`src/hdl/cit_pkg.sv`:
```
// Summary of operation
// RULE1: No instruction exceeds eight system clocks.
// RULE2: 109 instructions, fixed per-class cycle counts.
// RULE3: Timing counted in plain clocks only.
// RULE4: Most instructions take one clock per byte.
// RULE5: Untaken branch finishes one clock earlier.
// RULE6: Classic opcodes, modes, flags; timing differs.
// RULE7: Breakpoints, watchpoints, run, halt, single step.
// RULE8: Debug uses no user resources, full speed.
// RULE9: Test port programs flash, reaches debug logic.
// RULE10: MOVC reads, MOVX writes program flash.
// RULE11: Two-count branches: low untaken, high taken.
package cit_pkg;

	localparam int          CIT_CYC_W      = 4;
	localparam logic [3:0]  CIT_MAX_CYCLES = 4'h8;
	localparam logic [3:0]  CIT_CNT_RST    = 4'h0;
	localparam logic [3:0]  CIT_CNT_FIRST  = 4'h1;
	localparam logic [3:0]  CIT_CYC_RST    = 4'h0;
	localparam int          CIT_ADDR_W     = 16;

	// Sequencer states, one-hot
	typedef enum logic [1:0] {
		CIT_SEQ_IDLE = 2'b01,
		CIT_SEQ_EXEC = 2'b10
	} cit_seq_t;

	// Debug states, one-hot
	typedef enum logic [2:0] {
		CIT_DBG_RUN  = 3'b001,
		CIT_DBG_HALT = 3'b010,
		CIT_DBG_STEP = 3'b100
	} cit_dbg_t;

	// Per-opcode timing record
	typedef struct packed {
		logic [1:0] len;
		logic [3:0] base;
		logic       cond;
		logic       movc;
		logic       movx_wr;
	} cit_timing_t;

	// Debug commands from the test-port logic, one-cycle pulses
	typedef struct packed {
		logic halt;
		logic run;
		logic step;
	} cit_dbg_cmd_t;

	// Address comparator setting
	typedef struct packed {
		logic                  en;
		logic [CIT_ADDR_W-1:0] addr;
	} cit_match_t;

	// Opcode to length and cycle count; the encoding map is the classic one
	function automatic cit_timing_t cit_decode(input logic [7:0] op);
		cit_timing_t t;
		logic [3:0]  hi;
		t  = '0;
		hi = op[7:4];
		// Instruction length in bytes
		case (op[3:0])
			4'h0: t.len = (hi inside {4'h1, 4'h2, 4'h3, 4'h9}) ? 2'h3 :
				(hi inside {4'h0, 4'hE, 4'hF}) ? 2'h1 : 2'h2;
			4'h1: t.len = 2'h2;
			4'h2: t.len = (hi inside {4'h0, 4'h1}) ? 2'h3 :
				(hi inside {4'h2, 4'h3, 4'hE, 4'hF}) ? 2'h1 : 2'h2;
			4'h3: t.len = (hi inside {4'h4, 4'h5, 4'h6}) ? 2'h3 : 2'h1;
			4'h4: t.len = (hi inside {4'h0, 4'h1, 4'h8, 4'hA, 4'hC, 4'hD, 4'hE, 4'hF}) ? 2'h1 :
				(hi == 4'hB) ? 2'h3 : 2'h2;
			4'h5: t.len = (hi inside {4'h7, 4'h8, 4'hB, 4'hD}) ? 2'h3 : (hi == 4'hA) ? 2'h1 : 2'h2;
			4'h6, 4'h7: t.len = (hi inside {4'h7, 4'h8, 4'hA}) ? 2'h2 : (hi == 4'hB) ? 2'h3 : 2'h1;
			default: t.len = (hi inside {4'h7, 4'h8, 4'hA, 4'hD}) ? 2'h2 : (hi == 4'hB) ? 2'h3 : 2'h1;
		endcase
		// Default: one clock per program byte [RULE4] [RULE3]
		t.base = {2'h0, t.len};
		// One-byte indirect accesses need a second clock
		if ((op[3:1] == 3'h3) && (t.len == 2'h1))
			t.base = 4'h2;
		// Exceptions to the byte rule [RULE2]
		case (op)
			8'hE0, 8'hE2, 8'hE3, 8'hF0, 8'hF2, 8'hF3: t.base = 4'h3;
			8'h83, 8'h93, 8'h73, 8'h80:                t.base = 4'h3;
			8'hA4, 8'h02, 8'h12:                       t.base = 4'h4;
			8'h22, 8'h32:                              t.base = 4'h5;
			8'h84:                                     t.base = CIT_MAX_CYCLES; // [RULE1]
			default: ;
		endcase
		if (op[3:0] == 4'h1)
			t.base = 4'h3;
		// Conditional branches; base is the untaken count [RULE11]
		t.cond = (op[3:0] == 4'h0 && hi inside {4'h1, 4'h2, 4'h3, 4'h4, 4'h5, 4'h6, 4'h7}) ||
			(hi == 4'hB && op[3:2] != 2'h0) || op == 8'hD5 || (hi == 4'hD && op[3]);
		if (op == 8'hB6 || op == 8'hB7)
			t.base = 4'h4;
		t.movc    = (op == 8'h83) || (op == 8'h93);
		t.movx_wr = (op == 8'hF0) || (op == 8'hF2) || (op == 8'hF3);
		return t;
	endfunction

endpackage

```
`src/hdl/cit_addr_match.sv`:
```
`timescale 1ns/1ps
// Address comparator for breakpoints and watchpoints
module cit_addr_match #(
	parameter int W = 16
) (
	input  wire logic         en,
	input  wire logic [W-1:0] ref_addr,
	input  wire logic         probe_vld,
	input  wire logic [W-1:0] probe_addr,
	output logic              hit
);
	// Dedicated comparator, so no user resources are borrowed
	assign hit = en && probe_vld && (probe_addr == ref_addr); // [RULE8]
endmodule

```
`src/hdl/cit_core_timing.sv`:
```
`timescale 1ns/1ps
// Instruction timing sequencer with debug run control
module cit_core_timing (
	input  wire logic                        REF_CLK,
	input  wire logic                        ARST_N,
	input  wire logic                        OP_VALID,
	output logic                             OP_READY,
	input  wire logic [7:0]                  OPCODE,
	input  wire logic [cit_pkg::CIT_ADDR_W-1:0] OP_PC,
	input  wire logic                        BRANCH_TAKEN,
	output logic                             FETCH_STB,
	output logic                             INSTR_DONE,
	output logic [3:0]                       LAST_CYCLES,
	output logic [7:0]                       LAST_OPCODE,
	input  wire logic                        FLASH_WR_EN,
	output logic                             FLASH_RD_STB,
	output logic                             FLASH_WR_STB,
	input  wire logic                        DATA_ACC_STB,
	input  wire logic [cit_pkg::CIT_ADDR_W-1:0] DATA_ACC_ADDR,
	input  wire cit_pkg::cit_dbg_cmd_t       DBG_CMD,
	input  wire cit_pkg::cit_match_t         DBG_BREAK,
	input  wire cit_pkg::cit_match_t         DBG_WATCH,
	output logic                             DBG_HALTED,
	input  wire logic                        DBG_ACC_REQ,
	output logic                             DBG_ACC_GNT,
	input  wire logic                        TP_PGM_REQ,
	output logic                             TP_PGM_GNT
);
	import cit_pkg::*;

	cit_seq_t    seq_r;
	cit_seq_t    seq_nxt;
	logic [3:0]  cnt_r;
	logic [3:0]  cnt_nxt;
	cit_timing_t info_r;
	cit_timing_t info_nxt;
	logic        ext_r;
	logic        ext_nxt;
	logic [3:0]  last_cyc_r;
	logic [3:0]  last_cyc_nxt;
	logic [7:0]  last_op_r;
	logic [7:0]  last_op_nxt;
	logic [7:0]  op_r;
	logic [7:0]  op_nxt;
	logic        rd_stb_r;
	logic        rd_stb_nxt;
	logic        wr_stb_r;
	logic        wr_stb_nxt;
	cit_dbg_t    dbg_r;
	cit_dbg_t    dbg_nxt;
	logic        halt_pend_r;
	logic        halt_pend_nxt;
	logic        step_used_r;
	logic        step_used_nxt;
	logic        bp_skip_r;
	logic        bp_skip_nxt;
	logic        done;
	logic        boundary;
	logic        issue_ok;
	logic        bp_hit;
	logic        wp_hit;
	logic        bp_stop;
	logic        accept;
	cit_timing_t dec;

	// Breakpoint on the address of the next instruction
	cit_addr_match #(.W(CIT_ADDR_W)) u_break (
		.en         (DBG_BREAK.en),
		.ref_addr   (DBG_BREAK.addr),
		.probe_vld  (OP_VALID),
		.probe_addr (OP_PC),
		.hit        (bp_hit)
	);

	// Watchpoint on data accesses
	cit_addr_match #(.W(CIT_ADDR_W)) u_watch (
		.en         (DBG_WATCH.en),
		.ref_addr   (DBG_WATCH.addr),
		.probe_vld  (DATA_ACC_STB),
		.probe_addr (DATA_ACC_ADDR),
		.hit        (wp_hit)
	);

	// Opcode decode; function and flags untouched, only timing is ours [RULE6]
	assign dec = cit_decode(OPCODE);

	// Finish at base, or one clock later when the branch is taken [RULE5] [RULE11]
	assign done = (seq_r == CIT_SEQ_EXEC) &&
		(ext_r || ((cnt_r == info_r.base) && !(info_r.cond && BRANCH_TAKEN)));
	assign boundary = (seq_r == CIT_SEQ_IDLE) || done;

	// Issue only while running, or once per step [RULE7]
	assign issue_ok = ((dbg_r == CIT_DBG_RUN) && !halt_pend_r) ||
		((dbg_r == CIT_DBG_STEP) && !step_used_r);
	// Breakpoint stops before the matching instruction issues [RULE7]
	assign bp_stop  = issue_ok && bp_hit && !bp_skip_r && boundary;
	// Back-to-back issue in the last clock keeps full pipeline rate
	assign OP_READY = issue_ok && boundary && !(bp_hit && !bp_skip_r);
	assign accept   = OP_VALID && OP_READY;

	// Sequencer next state
	always_comb begin
		seq_nxt      = seq_r;
		cnt_nxt      = cnt_r;
		info_nxt     = info_r;
		ext_nxt      = ext_r;
		last_cyc_nxt = last_cyc_r;
		last_op_nxt  = last_op_r;
		op_nxt       = op_r;
		rd_stb_nxt   = 1'b0;
		wr_stb_nxt   = 1'b0;
		case (seq_r)
			CIT_SEQ_IDLE: begin
				cnt_nxt = CIT_CNT_RST;
			end
			CIT_SEQ_EXEC: begin
				// Plain clock count, no machine cycles [RULE3]
				cnt_nxt = cnt_r + 4'h1;
				if (!ext_r && (cnt_r == info_r.base) && info_r.cond && BRANCH_TAKEN)
					ext_nxt = 1'b1; // [RULE11]
				if (done) begin
					seq_nxt      = CIT_SEQ_IDLE;
					ext_nxt      = 1'b0;
					cnt_nxt      = CIT_CNT_RST;
					last_cyc_nxt = cnt_r; // [RULE1]
					last_op_nxt  = op_r;
				end
			end
			default: begin
				seq_nxt = CIT_SEQ_IDLE;
			end
		endcase
		if (accept) begin
			seq_nxt  = CIT_SEQ_EXEC;
			cnt_nxt  = CIT_CNT_FIRST;
			info_nxt = dec;
			ext_nxt  = 1'b0;
			op_nxt   = OPCODE;
			// Application code reaching program flash [RULE10]
			rd_stb_nxt = dec.movc;
			wr_stb_nxt = dec.movx_wr && FLASH_WR_EN;
		end
	end

	// Sequencer registers
	always_ff @(posedge REF_CLK or negedge ARST_N) begin
		if (!ARST_N) begin
			seq_r      <= CIT_SEQ_IDLE;
			cnt_r      <= CIT_CNT_RST;
			info_r     <= '0;
			ext_r      <= 1'b0;
			last_cyc_r <= CIT_CYC_RST;
			last_op_r  <= 8'h00;
			op_r       <= 8'h00;
			rd_stb_r   <= 1'b0;
			wr_stb_r   <= 1'b0;
		end else begin
			seq_r      <= seq_nxt;
			cnt_r      <= cnt_nxt;
			info_r     <= info_nxt;
			ext_r      <= ext_nxt;
			last_cyc_r <= last_cyc_nxt;
			last_op_r  <= last_op_nxt;
			op_r       <= op_nxt;
			rd_stb_r   <= rd_stb_nxt;
			wr_stb_r   <= wr_stb_nxt;
		end
	end

	// Debug control next state; an interrupt entry is just another issued instruction,
	// so stepping walks into service routines the same way
	always_comb begin
		dbg_nxt       = dbg_r;
		halt_pend_nxt = halt_pend_r || DBG_CMD.halt || wp_hit; // [RULE7]
		step_used_nxt = step_used_r;
		bp_skip_nxt   = bp_skip_r && !accept;
		case (dbg_r)
			CIT_DBG_RUN: begin
				if (bp_stop || (halt_pend_nxt && boundary && !accept)) begin
					dbg_nxt       = CIT_DBG_HALT;
					halt_pend_nxt = 1'b0;
				end
			end
			CIT_DBG_HALT: begin
				halt_pend_nxt = 1'b0;
				// Skip lets execution leave the breakpoint it stopped on
				if (DBG_CMD.step) begin
					dbg_nxt       = CIT_DBG_STEP;
					step_used_nxt = 1'b0;
					bp_skip_nxt   = 1'b1;
				end else if (DBG_CMD.run) begin
					dbg_nxt     = CIT_DBG_RUN;
					bp_skip_nxt = 1'b1;
				end
			end
			CIT_DBG_STEP: begin
				if (accept)
					step_used_nxt = 1'b1;
				if (step_used_r && boundary) begin
					dbg_nxt       = CIT_DBG_HALT; // [RULE7]
					halt_pend_nxt = 1'b0;
				end
			end
			default: begin
				dbg_nxt = CIT_DBG_HALT;
			end
		endcase
	end

	// Debug registers
	always_ff @(posedge REF_CLK or negedge ARST_N) begin
		if (!ARST_N) begin
			dbg_r       <= CIT_DBG_RUN;
			halt_pend_r <= 1'b0;
			step_used_r <= 1'b0;
			bp_skip_r   <= 1'b0;
		end else begin
			dbg_r       <= dbg_nxt;
			halt_pend_r <= halt_pend_nxt;
			step_used_r <= step_used_nxt;
			bp_skip_r   <= bp_skip_nxt;
		end
	end

	// One program byte fetched per clock over the first len clocks of the instruction [RULE4]
	assign FETCH_STB    = (seq_r == CIT_SEQ_EXEC) && !ext_r && (cnt_r <= {2'h0, info_r.len});
	assign INSTR_DONE   = done;
	assign LAST_CYCLES  = last_cyc_r;
	assign LAST_OPCODE  = last_op_r;
	assign FLASH_RD_STB = rd_stb_r;
	assign FLASH_WR_STB = wr_stb_r;
	assign DBG_HALTED   = (dbg_r == CIT_DBG_HALT);
	// Register, memory and stack reads by the debugger only while halted [RULE8]
	assign DBG_ACC_GNT  = (dbg_r == CIT_DBG_HALT) && DBG_ACC_REQ; // [RULE7]
	// Test-port flash programming only while the core is stopped [RULE9]
	assign TP_PGM_GNT   = (dbg_r == CIT_DBG_HALT) && TP_PGM_REQ;
endmodule

```
`config.mk`:
```
export PLATFORM = sky130hd
export DESIGN_NAME = cit_core_timing
export DESIGN_NICKNAME = d
export VERILOG_FILES = /design/src/hdl/cit_pkg.sv /design/src/hdl/cit_addr_match.sv /design/src/hdl/cit_core_timing.sv
export SDC_FILE = /design/constraint.sdc
export NUM_CORES = 1
export LEC_CHECK = 0
export ABC_AREA = 1
export ABC_CLOCK_PERIOD_IN_PS = 2750
export BUFFER_PORTS_ARGS = -buffer_cell sky130_fd_sc_hd__buf_2
export CAP_MARGIN = 0
export CORE_AREA = 2 2 105 56
export CTS_BUF_LIST = sky130_fd_sc_hd__clkbuf_8
export DETAILED_ROUTE_END_ITERATION = 10
export DIE_AREA = 0 0 107 58
export GPL_ROUTABILITY_DRIVEN = 0
export PLACE_DENSITY = 0.94
export SLEW_MARGIN = 40
export SYNTH_ARGS = -nofsm -noshare
export SYNTH_HDL_FRONTEND = slang
export SYNTH_HIERARCHICAL = 1
export SYNTH_SLANG_ARGS = --single-unit
```
`constraint.sdc`:
```
create_clock -name REF_CLK -period 2.75 [get_ports REF_CLK]
set_clock_uncertainty 0.2 [all_clocks]
set_input_delay 0 -clock REF_CLK [delete_from_list [all_inputs] [get_ports REF_CLK]]
set_output_delay 0 -clock REF_CLK [all_outputs]
set_load 0.005 [all_outputs]
```
==> summary.txt, run 1 <==
Cells and area
  – Post-layout util: 70.0%
  – Commonest cells after routing, fill and taps aside: nand2_1, buf_2, inv_1, nor2_1, dfrtp_1
  – Fillers: 431
  – Nets: 656
  – Share of cells above drive strength 1: 23.2%
  – Multi-input gate area: 1500 um^2
  – Reg area: 1050 um^2
  – Syn-to-layout area delta: 29.3%
  – Commonest non-fill, non-tap cell in the layout: nand2_1
  – ANT cells: 0

Worst setup path
  – Critical path class: flop to flop
  – Worst EP arrival: 2.43 ns
  – CP Launch Type: flop
  – CP endpoint kind: flop
  – CP Max Fanout: 34
  – Worst EP required: 2.74 ns

STA
  – Tmin final: 2.44 ns
  – Final Hold Viols: 0
  – Max-slew violations: 0
  – RSZ-0062 raised after global routing: false
  – Slew headroom: 64.7%
  – Setup_tns: 0 ns
  – Least-Margin Pin Slew: 0.530 ns
  – Post-route clock period utilization: 88.7%
  – F_max: 410 MHz
  – Final setup fails: 0

Run status
  – Status: finished, final reports clean

Drt
  – Routed wl met3: 850 um
  – Drt wl/cell: 13.3 um
  – Residual DRC count: 0
  – Post-route antenna net violation count: 0
  – Pre-Repair DR Iteration Count: 6
  – Metal2 WL: 3740 um
  – M1 wire length: 3750 um
  – Avg Vias per Cell: 5.19
  – Initial DRC count: 265
  – Highest Signal Layer: met4
  – Post-Route WL: 8520 um
  – DR vias: 3,329

Global routing
  – Largest net degree at the start of global routing: 43
  – Overall Global Routing Usage: 29.9%
  – First-pass GRT wire length: 14,600 um
  – GRT overflow: 0
  – Initial antenna violation count: 0
  – Number of global-route vias before repair: 3,334

Synth
  – Post-synth EDFFs: 0
  – Post-synth net total: 532
  – Synth area leaders: dfrtp_1, nand2_1, inv_1, nor2_1, nand3_1
  – Count of cell types in the netlist: 33
  – Primary FF master, synth: dfrtp_1
  – Cells after synthesis: 444
  – Yosys warnings: 6
  – Synth area leader: dfrtp_1
  – Register area share after synthesis: 36.7%
  – Mapped Area: 2870 um^2
  – Avg Inst Size Synth: 6.46 um^2
  – Yosys top cell area share: 34.9%
  – Number of synthesized register bits: 42
  – Synth async-reset ratio: 100%

Power
  – Power Density: 569 nW/um^2
  – Internal power: 1290 uW
  – Net Switching: 821 uW
  – Sw frac: 38.9%
  – Static leakage: 0.00218 uW
  – Logic pwr share: 39.4%
  – Maximum vdd drop: 0.000314 V
  – Seq pwr share: 42.6%
  – Clock power frac: 18.1%

Die
  – Rows: 19
  – DIE AREA: 6210 um^2
  – Die Wd: 107 um
  – Initial Util: 54.1%
  – # IOs: 105
  – Area of the core: 5300 um^2
  – Die height: 58 um

Clocking
  – CTS Buf Count: 5
  – CTS tree: done
  – Clk sinks: 42
  – CTS resizes: 0
  – Clk buf depth: 2
  – Clock Pin Slew Worst Setup and Hold Paths: 0.08 ns
  – Clk_lat worst skew: 0.29 ns
  – # Post-CTS Setup Buffers: 0
  – H-tree depth: 2
  – Root Buffer: clkbuf_8

Placement
  – Post-DP HPWL: 6660 um
  – Buffers on Ports: 104

Job
  – Max Cap Viol: 0

Hold path
  – Hold Path Class: primary input to asynchronous set/reset pin
cells by family after synthesis:
| kind of cell | count (synthesis) | share of synthesized area, % |
|---|---|---|
| compound gates | 48 | 9.33 |
| fa+ha+maj | 3 | 1.31 |
| simple gates | 256 | 37.4 |
| xor+xnor | 14 | 4.27 |
| buf+inv | 81 | 10.9 |
| flops | 42 | 36.7 |
power by group through the flow:
stage	clock [uW]	sequential [uW]	combinational [uW]
2_1_floorplan	0	876	523
3_3_place_gp	0	900	758
3_5_place_dp	0	904	795
4_1_cts	384	895	818
5_1_grt	411	916	944
6_report	382	899	831
state kept, by name (all words and copies together), names as in the netlist:
register      flops
FLASH_RD_STB      1
FLASH_WR_STB      1
LAST_CYCLES       4
LAST_OPCODE       8
bp_skip_r         1
cnt_r             4
dbg_r             3
ext_r             1
halt_pend_r       1
info_r            7
op_r              8
seq_r             2
step_used_r       1
worst max-delay path: stages, from the launching register on:
cell	delay (ns)
dfstp_2	0.54
inv_1	0.05
nor2_1	0.09
nand2_1	0.11
o22ai_1	0.38
nand4_4	0.45
nand2_1	0.25
nand2_1	0.11
nand3_1	0.09
nand2_1	0.06
stage by stage:
| stage | hold slack (ns) | total power (uW) | cells | setup slack [ns] | area (um^2) |
|---|---|---|---|---|---|
| 2_1_floorplan | -0.496 | 1400 | 444 | 0.943 | 2870 |
| 3_3_place_gp | -0.0250 | 1660 | 618 | 0.577 | 3470 |
| 3_5_place_dp | -0.186 | 1700 | 618 | 0.402 | 3470 |
| 4_1_cts | 0.0337 | 2100 | 641 | 0.376 | 3710 |
| 5_1_grt | 0.0735 | 2270 | 641 | 0.0921 | 3710 |
| 6_report | 0.0185 | 2110 | 641 | 0.312 | 3710 |
cell type report:
type,count,area share [%]
timing repair buffer,122,18.8
inverter,76,7.69
tap,73,2.46
clock buffer,5,1.85
clock inverter,2,0.270
multi-input combinational,321,40.5
sequential,42,28.4
what timing repair did:
| action | in CTS | in global routing |
|---|---|---|
| setup endpoints to repair | 0 | 0 |
| hold endpoints to repair | 63 | 0 |
| hold buffers | 16 | 0 |
cells in the mapped netlist, types with 2 or more instances:
| library cell | n |
|---|---|
| o21ai_0 | 26 |
| nand2_1 | 154 |
| ha_1 | 3 |
| dfstp_2 | 2 |
| xor2_1 | 6 |
| xnor2_1 | 8 |
| buf_2 | 2 |
| o22ai_1 | 5 |
| o21bai_1 | 2 |
| a21oi_1 | 6 |
| nand2_2 | 3 |
| nand3_1 | 27 |
| a31oi_1 | 2 |
| o21ai_1 | 2 |
| nor2_2 | 2 |
| inv_2 | 8 |
| a22oi_1 | 2 |
| inv_1 | 67 |
| nor3_1 | 11 |
| dfrtp_1 | 40 |
| nor2_1 | 48 |
| clkbuf_1 | 2 |
| nand4_1 | 6 |
layer usage:
metal	GRT usage, %	vias up
met5	0	-
met4	8.72	0
met3	7.31	26
met2	49.1	175
met1	40.0	1508
li1	-	1620
final timing paths:
| check | from | endpoint | slack (ns) | depth (start not counted) |
|---|---|---|---|---|
| max in group asynchronous | ARST_N | ext_r | 1.95 | 2 |
| min in group REF_CLK | OP_VALID | FLASH_WR_STB | 0.06 | 3 |
| worst min-delay path | ARST_N | LAST_OPCODE[5] | 0.02 | 2 |
| worst max register to register | dbg_r[0] | dbg_r[1] | 0.31 | 9 |
| worst min register to register | op_r[2] | LAST_OPCODE[2] | 0.28 | 2 |
| worst max-delay path | dbg_r[0] | dbg_r[1] | 0.31 | 9 |
Note: power is estimated with default switching activity, not from simulation.
==> inputs of run 2 (changes only) <==
--- a/config.mk
+++ b/config.mk
@@ -14,7 +14,9 @@
 export DETAILED_ROUTE_END_ITERATION = 10
 export DIE_AREA = 0 0 107 58
 export GPL_ROUTABILITY_DRIVEN = 0
+export MAX_ROUTING_LAYER = met4
 export PLACE_DENSITY = 0.94
+export REMOVE_ABC_BUFFERS = 1
 export SLEW_MARGIN = 40
 export SYNTH_ARGS = -nofsm -noshare
 export SYNTH_HDL_FRONTEND = slang
==> run 2 against run 1 <==
Net effect: global-route usage down 1.4 points; non-clock buffer count shrank 1; hold slack lost 0.0084 ns; worst setup slack improved by 0.091 ns; cell count is the same; critical path type unchanged; largest power group unchanged.
==> summary.txt, run 2 (synthesis gave the netlist of run 1 again) <==
Cells and area
  – Fillers: 435
  – Post-layout util: 70.1%
  – Multi-input gate area: 1500 um^2
  – Reg area: 1050 um^2
  – Share of cells above drive strength 1: 23.2%
  – ANT cells: 0
  – Final Cell Area: 3720 um^2
  – Commonest cells after routing, fill and taps aside: nand2_1, buf_2, inv_1, nor2_1, dfrtp_1
  – Nets: 655
  – Commonest non-fill, non-tap cell in the layout: nand2_1
  – Syn-to-layout area delta: 29.5%

STA
  – RSZ-0062 raised after global routing: false
  – WHS: 0.0101 ns
  – Max-slew violations: 0
  – Tmin final: 2.35 ns
  – Slew headroom: 63.4%
  – Least-Margin Pin Slew: 0.549 ns
  – Post-route clock period utilization: 85.4%
  – Final setup fails: 0
  – Final Hold Viols: 0
  – Setup_tns: 0 ns
  – F_max: 426 MHz

Worst setup path
  – Worst path most repeated cell: nor2_1
  – Crit-path max cell delay: 0.54 ns
  – Worst reg-to-reg setup slack: 0.40 ns
  – Worst setup startpoint: dbg_r[0]
  – Critical path class: flop to flop
  – Worst EP arrival: 2.31 ns
  – FF-to-FF Start: dbg_r[0]
  – Worst EP required: 2.72 ns
  – Reg2reg end: info_r[5]
  – FF-to-FF path depth: 7
  – CP Max Fanout: 34
  – Slowest CP cell: dfstp_2
  – CP endpoint kind: flop
  – Critical Path Sink: info_r[5]
  – Worst-path cell chain: inv_1 -> nor2_1 -> nand2_1 -> o22ai_1 -> nand4_4 -> nor2_1 -> a22oi_1
  – CP Launch Type: flop

Clocking
  – CTS tree: done
  – Clk sinks: 42
  – Root Buffer: clkbuf_8
  – Clk_lat worst skew: 0.31 ns
  – H-tree depth: 2
  – Clock Pin Slew Worst Setup and Hold Paths: 0.09 ns
  – CTS resizes: 0
  – Clk buf depth: 2
  – CTS Buf Count: 5

Power
  – Power Density: 567 nW/um^2
  – Maximum vdd drop: 0.000368 V
  – Static leakage: 0.00217 uW

Drt
  – Initial DRC count: 333
  – Pre-Repair DR Iteration Count: 9
  – DR vias: 3,304
  – Post-Route WL: 8100 um
  – Avg Vias per Cell: 5.15
  – Residual DRC count: 0
  – Post-route antenna net violation count: 0
  – Drt wl/cell: 12.6 um

Die
  – Area of the core: 5300 um^2
  – Initial Util: 54.1%
  – Die Wd: 107 um
  – Rows: 19
  – DIE AREA: 6210 um^2
  – # IOs: 105
  – Die height: 58 um

Placement
  – Post-DP HPWL: 6240 um
  – Post-placement cell area: 3460 um^2
  – Buffers on Ports: 104

Global routing
  – First-pass GRT wire length: 13,400 um
  – Largest net degree at the start of global routing: 43
  – Initial antenna violation count: 0
  – GRT overflow: 0
  – Overall Global Routing Usage: 28.5%
  – Number of global-route vias before repair: 3,021

Job
  – Max Cap Viol: 0

Hold path
  – Hold Path Class: primary input to asynchronous set/reset pin

Run status
  – Status: finished, final reports clean
-- run 2: cell types whose count changed in the layout (fill, tap and decap cells not counted), sizes merged --
| cell | previous run | this run |
|---|---|---|
| inv | 75 | 76 |
| clkinv | 3 | 1 |
| clkinvlp | 0 | 2 |
| buf | 106 | 105 |
-- run 2: metrics by stage --
| stage | cells | power [uW] | setup slack [ns] |
|---|---|---|---|
| final | 641 | 2110 | 0.402 |
| after global routing | 641 | 2280 | 0.0983 |
| after CTS | 641 | 2100 | 0.427 |
| after detailed placement | 617 | 1660 | 0.457 |
| after global placement | 617 | 1620 | 0.547 |
| after floorplan | 439 | 1390 | 0.711 |
-- run 2: where the power goes --
| group | total, uW | internal [uW] | leakage [uW] | switching (uW) |
|---|---|---|---|---|
| Clock | 424 | 182 | 0.0000408 | 243 |
| Sequential | 890 | 793 | 0.000550 | 97.2 |
| Combinational | 792 | 313 | 0.00158 | 479 |
| Total | 2110 | 1290 | 0.00217 | 819 |
-- run 2: worst max-delay path, delay by kind of cell (launching register included) --
family / cells / cell delay (ns)
and+or+nand+nor: 4 / 0.95
DFF: 1 / 0.54
AOI/OAI and AO/OA: 2 / 0.48
buffers and inverters: 1 / 0.04
-- run 2: what timing repair did --
action / 4_1_cts / 5_1_grt
hold buffers: 16 / 0
endpoints found under the hold margin: 64 / 0
buffers inserted: 0 / 0
-- run 2: final cells by class --
cell class                 count  area share, %
tap                           73           2.46
clock inverter                 3          0.640
timing repair buffer         121           18.6
inverter                      76           7.68
sequential                    42           28.4
multi-input combinational    321           40.4
clock buffer                   5           1.85
-- run 2: metal layers --
metal / vias to the layer above / global-route usage (%) / routed length, um
met5: - / - / 0
met4: 0 / 7.05 / 172
met3: 33 / 8.32 / 840
met2: 184 / 41.5 / 3340
met1: 1464 / 39.4 / 3750
li1: 1623 / - / -
-- run 2: worst min path at each step --
stage | start | to | slack [ns] | cells past startpoint
2_1_floorplan | ARST_N | FLASH_RD_STB | -0.50 | 0
3_3_place_gp | ARST_N | LAST_CYCLES[2] | -0.03 | 1
3_5_place_dp | ARST_N | LAST_CYCLES[2] | -0.18 | 1
4_1_cts | ARST_N | LAST_CYCLES[2] | 0.03 | 2
5_1_grt | ARST_N | LAST_CYCLES[0] | 0.05 | 2
6_report | ARST_N | LAST_CYCLES[0] | 0.01 | 2
==> inputs of run 3 (changes only) <==
--- a/config.mk
+++ b/config.mk
@@ -9,13 +9,15 @@
 export ABC_CLOCK_PERIOD_IN_PS = 2750
 export BUFFER_PORTS_ARGS = -buffer_cell sky130_fd_sc_hd__buf_2
 export CAP_MARGIN = 0
-export CORE_AREA = 2 2 105 56
+export CELL_PAD_IN_SITES_DETAIL_PLACEMENT = 0
+export CELL_PAD_IN_SITES_GLOBAL_PLACEMENT = 1
+export CORE_AREA = 2 2 128 68
 export CTS_BUF_LIST = sky130_fd_sc_hd__clkbuf_8
 export DETAILED_ROUTE_END_ITERATION = 10
-export DIE_AREA = 0 0 107 58
+export DIE_AREA = 0 0 130 70
 export GPL_ROUTABILITY_DRIVEN = 0
 export MAX_ROUTING_LAYER = met4
-export PLACE_DENSITY = 0.94
+export PLACE_DENSITY = 0.92
 export REMOVE_ABC_BUFFERS = 1
 export SLEW_MARGIN = 40
 export SYNTH_ARGS = -nofsm -noshare
==> run 3 against run 2 <==
Net effect: critical path depth up 2; non-clock buffer count grew 3; largest power group unchanged; clock power up 15%; fmax shrank 7.1%; largest cell class unchanged.
==> summary.txt, run 3 (synthesis gave the netlist of run 1 again) <==
Run status
  – Status: finished, final reports clean

STA
  – Least-Margin Pin Slew: 0.578 ns
  – Post-route clock period utilization: 91.9%
  – Max-slew violations: 0
  – Setup_tns: 0 ns
  – Worst setup margin: 0.223 ns
  – Final Hold Viols: 0
  – WHS: 0.0122 ns
  – RSZ-0062 raised after global routing: false
  – Slew headroom: 61.2%
  – F_max: 396 MHz
  – Tmin final: 2.53 ns
  – Final setup fails: 0

Die
  – Rows: 24
  – # IOs: 105
  – Die height: 70 um
  – Area of the core: 8200 um^2
  – DIE AREA: 9100 um^2
  – Initial Util: 35.0%
  – Die Wd: 130 um

Power
  – Net Switching: 815 uW
  – Power Density: 576 nW/um^2
  – Static leakage: 0.00220 uW
  – Internal power: 1400 uW
  – Logic pwr share: 37.6%
  – Seq pwr share: 40.4%
  – Clock power frac: 22.1%
  – Maximum vdd drop: 0.000318 V
  – Sw frac: 36.9%

Drt
  – DR vias: 3,127
  – Post-Route WL: 7980 um
  – Residual DRC count: 0
  – Post-route antenna net violation count: 0
  – Pre-Repair DR Iteration Count: 5
  – Avg Vias per Cell: 4.54
  – Drt wl/cell: 11.6 um
  – Initial DRC count: 254

Worst setup path
  – Worst EP arrival: 2.57 ns
  – CP Max Fanout: 13
  – Crit-path max cell delay: 0.59 ns
  – Worst path buffer plus inverter count: 2
  – Worst EP required: 2.80 ns
  – Critical path depth in cells: 9
  – Critical path class: flop to flop
  – Worst path most repeated cell: nand2_1
  – Worst-path cell chain: inv_1 -> nor2_1 -> nand2_1 -> o22ai_2 -> nand4_4 -> nand2_1 -> nand2_1 -> o31ai_1 -> dlygate4sd3_1
  – FF-to-FF path depth: 9
  – CP Launch Type: flop
  – CP endpoint kind: flop
  – Top cell family by delay on the critical path: simple AND/OR/NAND/NOR gates
  – Slowest CP cell: dlygate4sd3_1

Cells and area
  – Commonest cells after routing, fill and taps aside: nand2_1, buf_2, inv_1, nor2_1, dfrtp_1
  – ANT cells: 0
  – Fillers: 840
  – Syn-to-layout area delta: 33.7%
  – Share of cells above drive strength 1: 23.8%
  – Nets: 659
  – Final Cell Area: 3840 um^2
  – Commonest non-fill, non-tap cell in the layout: nand2_1

Clocking
  – Clk sinks: 42
  – Clock Pin Slew Worst Setup and Hold Paths: 0.08 ns
  – Root Buffer: clkbuf_8
  – CTS tree: done
  – Clk buf depth: 2
  – CTS Buf Count: 5
  – # Post-CTS Setup Buffers: 0
  – Clk_lat worst skew: 0.30 ns
  – H-tree depth: 2

Global routing
  – Overall Global Routing Usage: 18.3%
  – Initial antenna violation count: 0
  – Number of global-route vias before repair: 2,784
  – Largest net degree at the start of global routing: 43
  – GRT overflow: 0
  – First-pass GRT wire length: 13,000 um

Placement
  – Post-DP HPWL: 6220 um
  – Pre-CTS WS: 0.520 ns
  – Post-placement cell area: 3530 um^2
  – Buffers on Ports: 104

Hold path
  – Worst Hold Depth: 3
  – Hold Path Class: primary input to flop

Job
  – Max Cap Viol: 0
==> run 3: cell count changes in the layout (fill, tap and decap cells not counted), sizes merged <==
cell         before  now
buf             105  106
bufinv            0    1
clkinv            1    3
clkinvlp          2    0
dlygate4sd3      16   18
inv              76   75
nand4             7    8
==> run 3: cell type report <==
class / count / area (um^2) / share of cell area (%)
clock buffer: 5 / 68.8 / 1.79
inverter: 76 / 285 / 7.43
tap: 117 / 146 / 3.81
timing repair buffer: 124 / 718 / 18.7
clock inverter: 3 / 40.0 / 1.04
sequential: 42 / 1050 / 27.4
multi-input combinational: 322 / 1530 / 39.8
==> run 3: power by group through the flow <==
stage	Sequential (uW)	Combinational (uW)	Clock (uW)
global route	916	944	536
global placement	898	755	0
finish	894	831	488
floorplan	876	510	0
detailed placement	900	773	0
CTS	889	806	505
==> run 3: worst register-to-register path, cell delays in order, from the launching register on <==
cell	delay (ns)
dfstp_2	0.55
inv_1	0.05
nor2_1	0.08
nand2_1	0.11
o22ai_2	0.32
nand4_4	0.26
nand2_1	0.15
nand2_1	0.10
o31ai_1	0.08
dlygate4sd3_1	0.59
==> run 3: what timing repair did <==
item                                   CTS  global route
setup endpoints to repair                0             1
gates resized for setup                  0             2
hold buffers                            17             1
endpoints found under the hold margin   64             5
==> run 3: path summary, 6_finish.rpt <==
path | startpoint | slack (ns) | endpoint
worst max-delay path | dbg_r[0] | 0.22 | dbg_r[0]
worst min-delay path | OP_VALID | 0.01 | seq_r[1]
worst max register to register | dbg_r[0] | 0.22 | dbg_r[0]
worst min register to register | LAST_OPCODE[1] | 0.28 | LAST_OPCODE[1]
max in group asynchronous | ARST_N | 1.94 | dbg_r[0]
min in group asynchronous | ARST_N | 0.03 | LAST_CYCLES[1]
==> run 3: metal layers <==
metal  part of all wire, %  track usage (%)  up-vias
li1                      -                -     1642
met1                    53             28.0     1392
met2                    40             24.9       89
met3                   6.4             4.37        4
met4                  0.31             2.15        0
met5                     0                -        -
==> run 3: metrics by stage <==
step                      cells  util [%]  total power [uW]
after floorplan             439         -              1390
after global placement      662      43.0              1650
after detailed placement    662      43.0              1670
after CTS                   687      46.4              2200
after global routing        689      46.8              2400
final                       689      46.8              2210
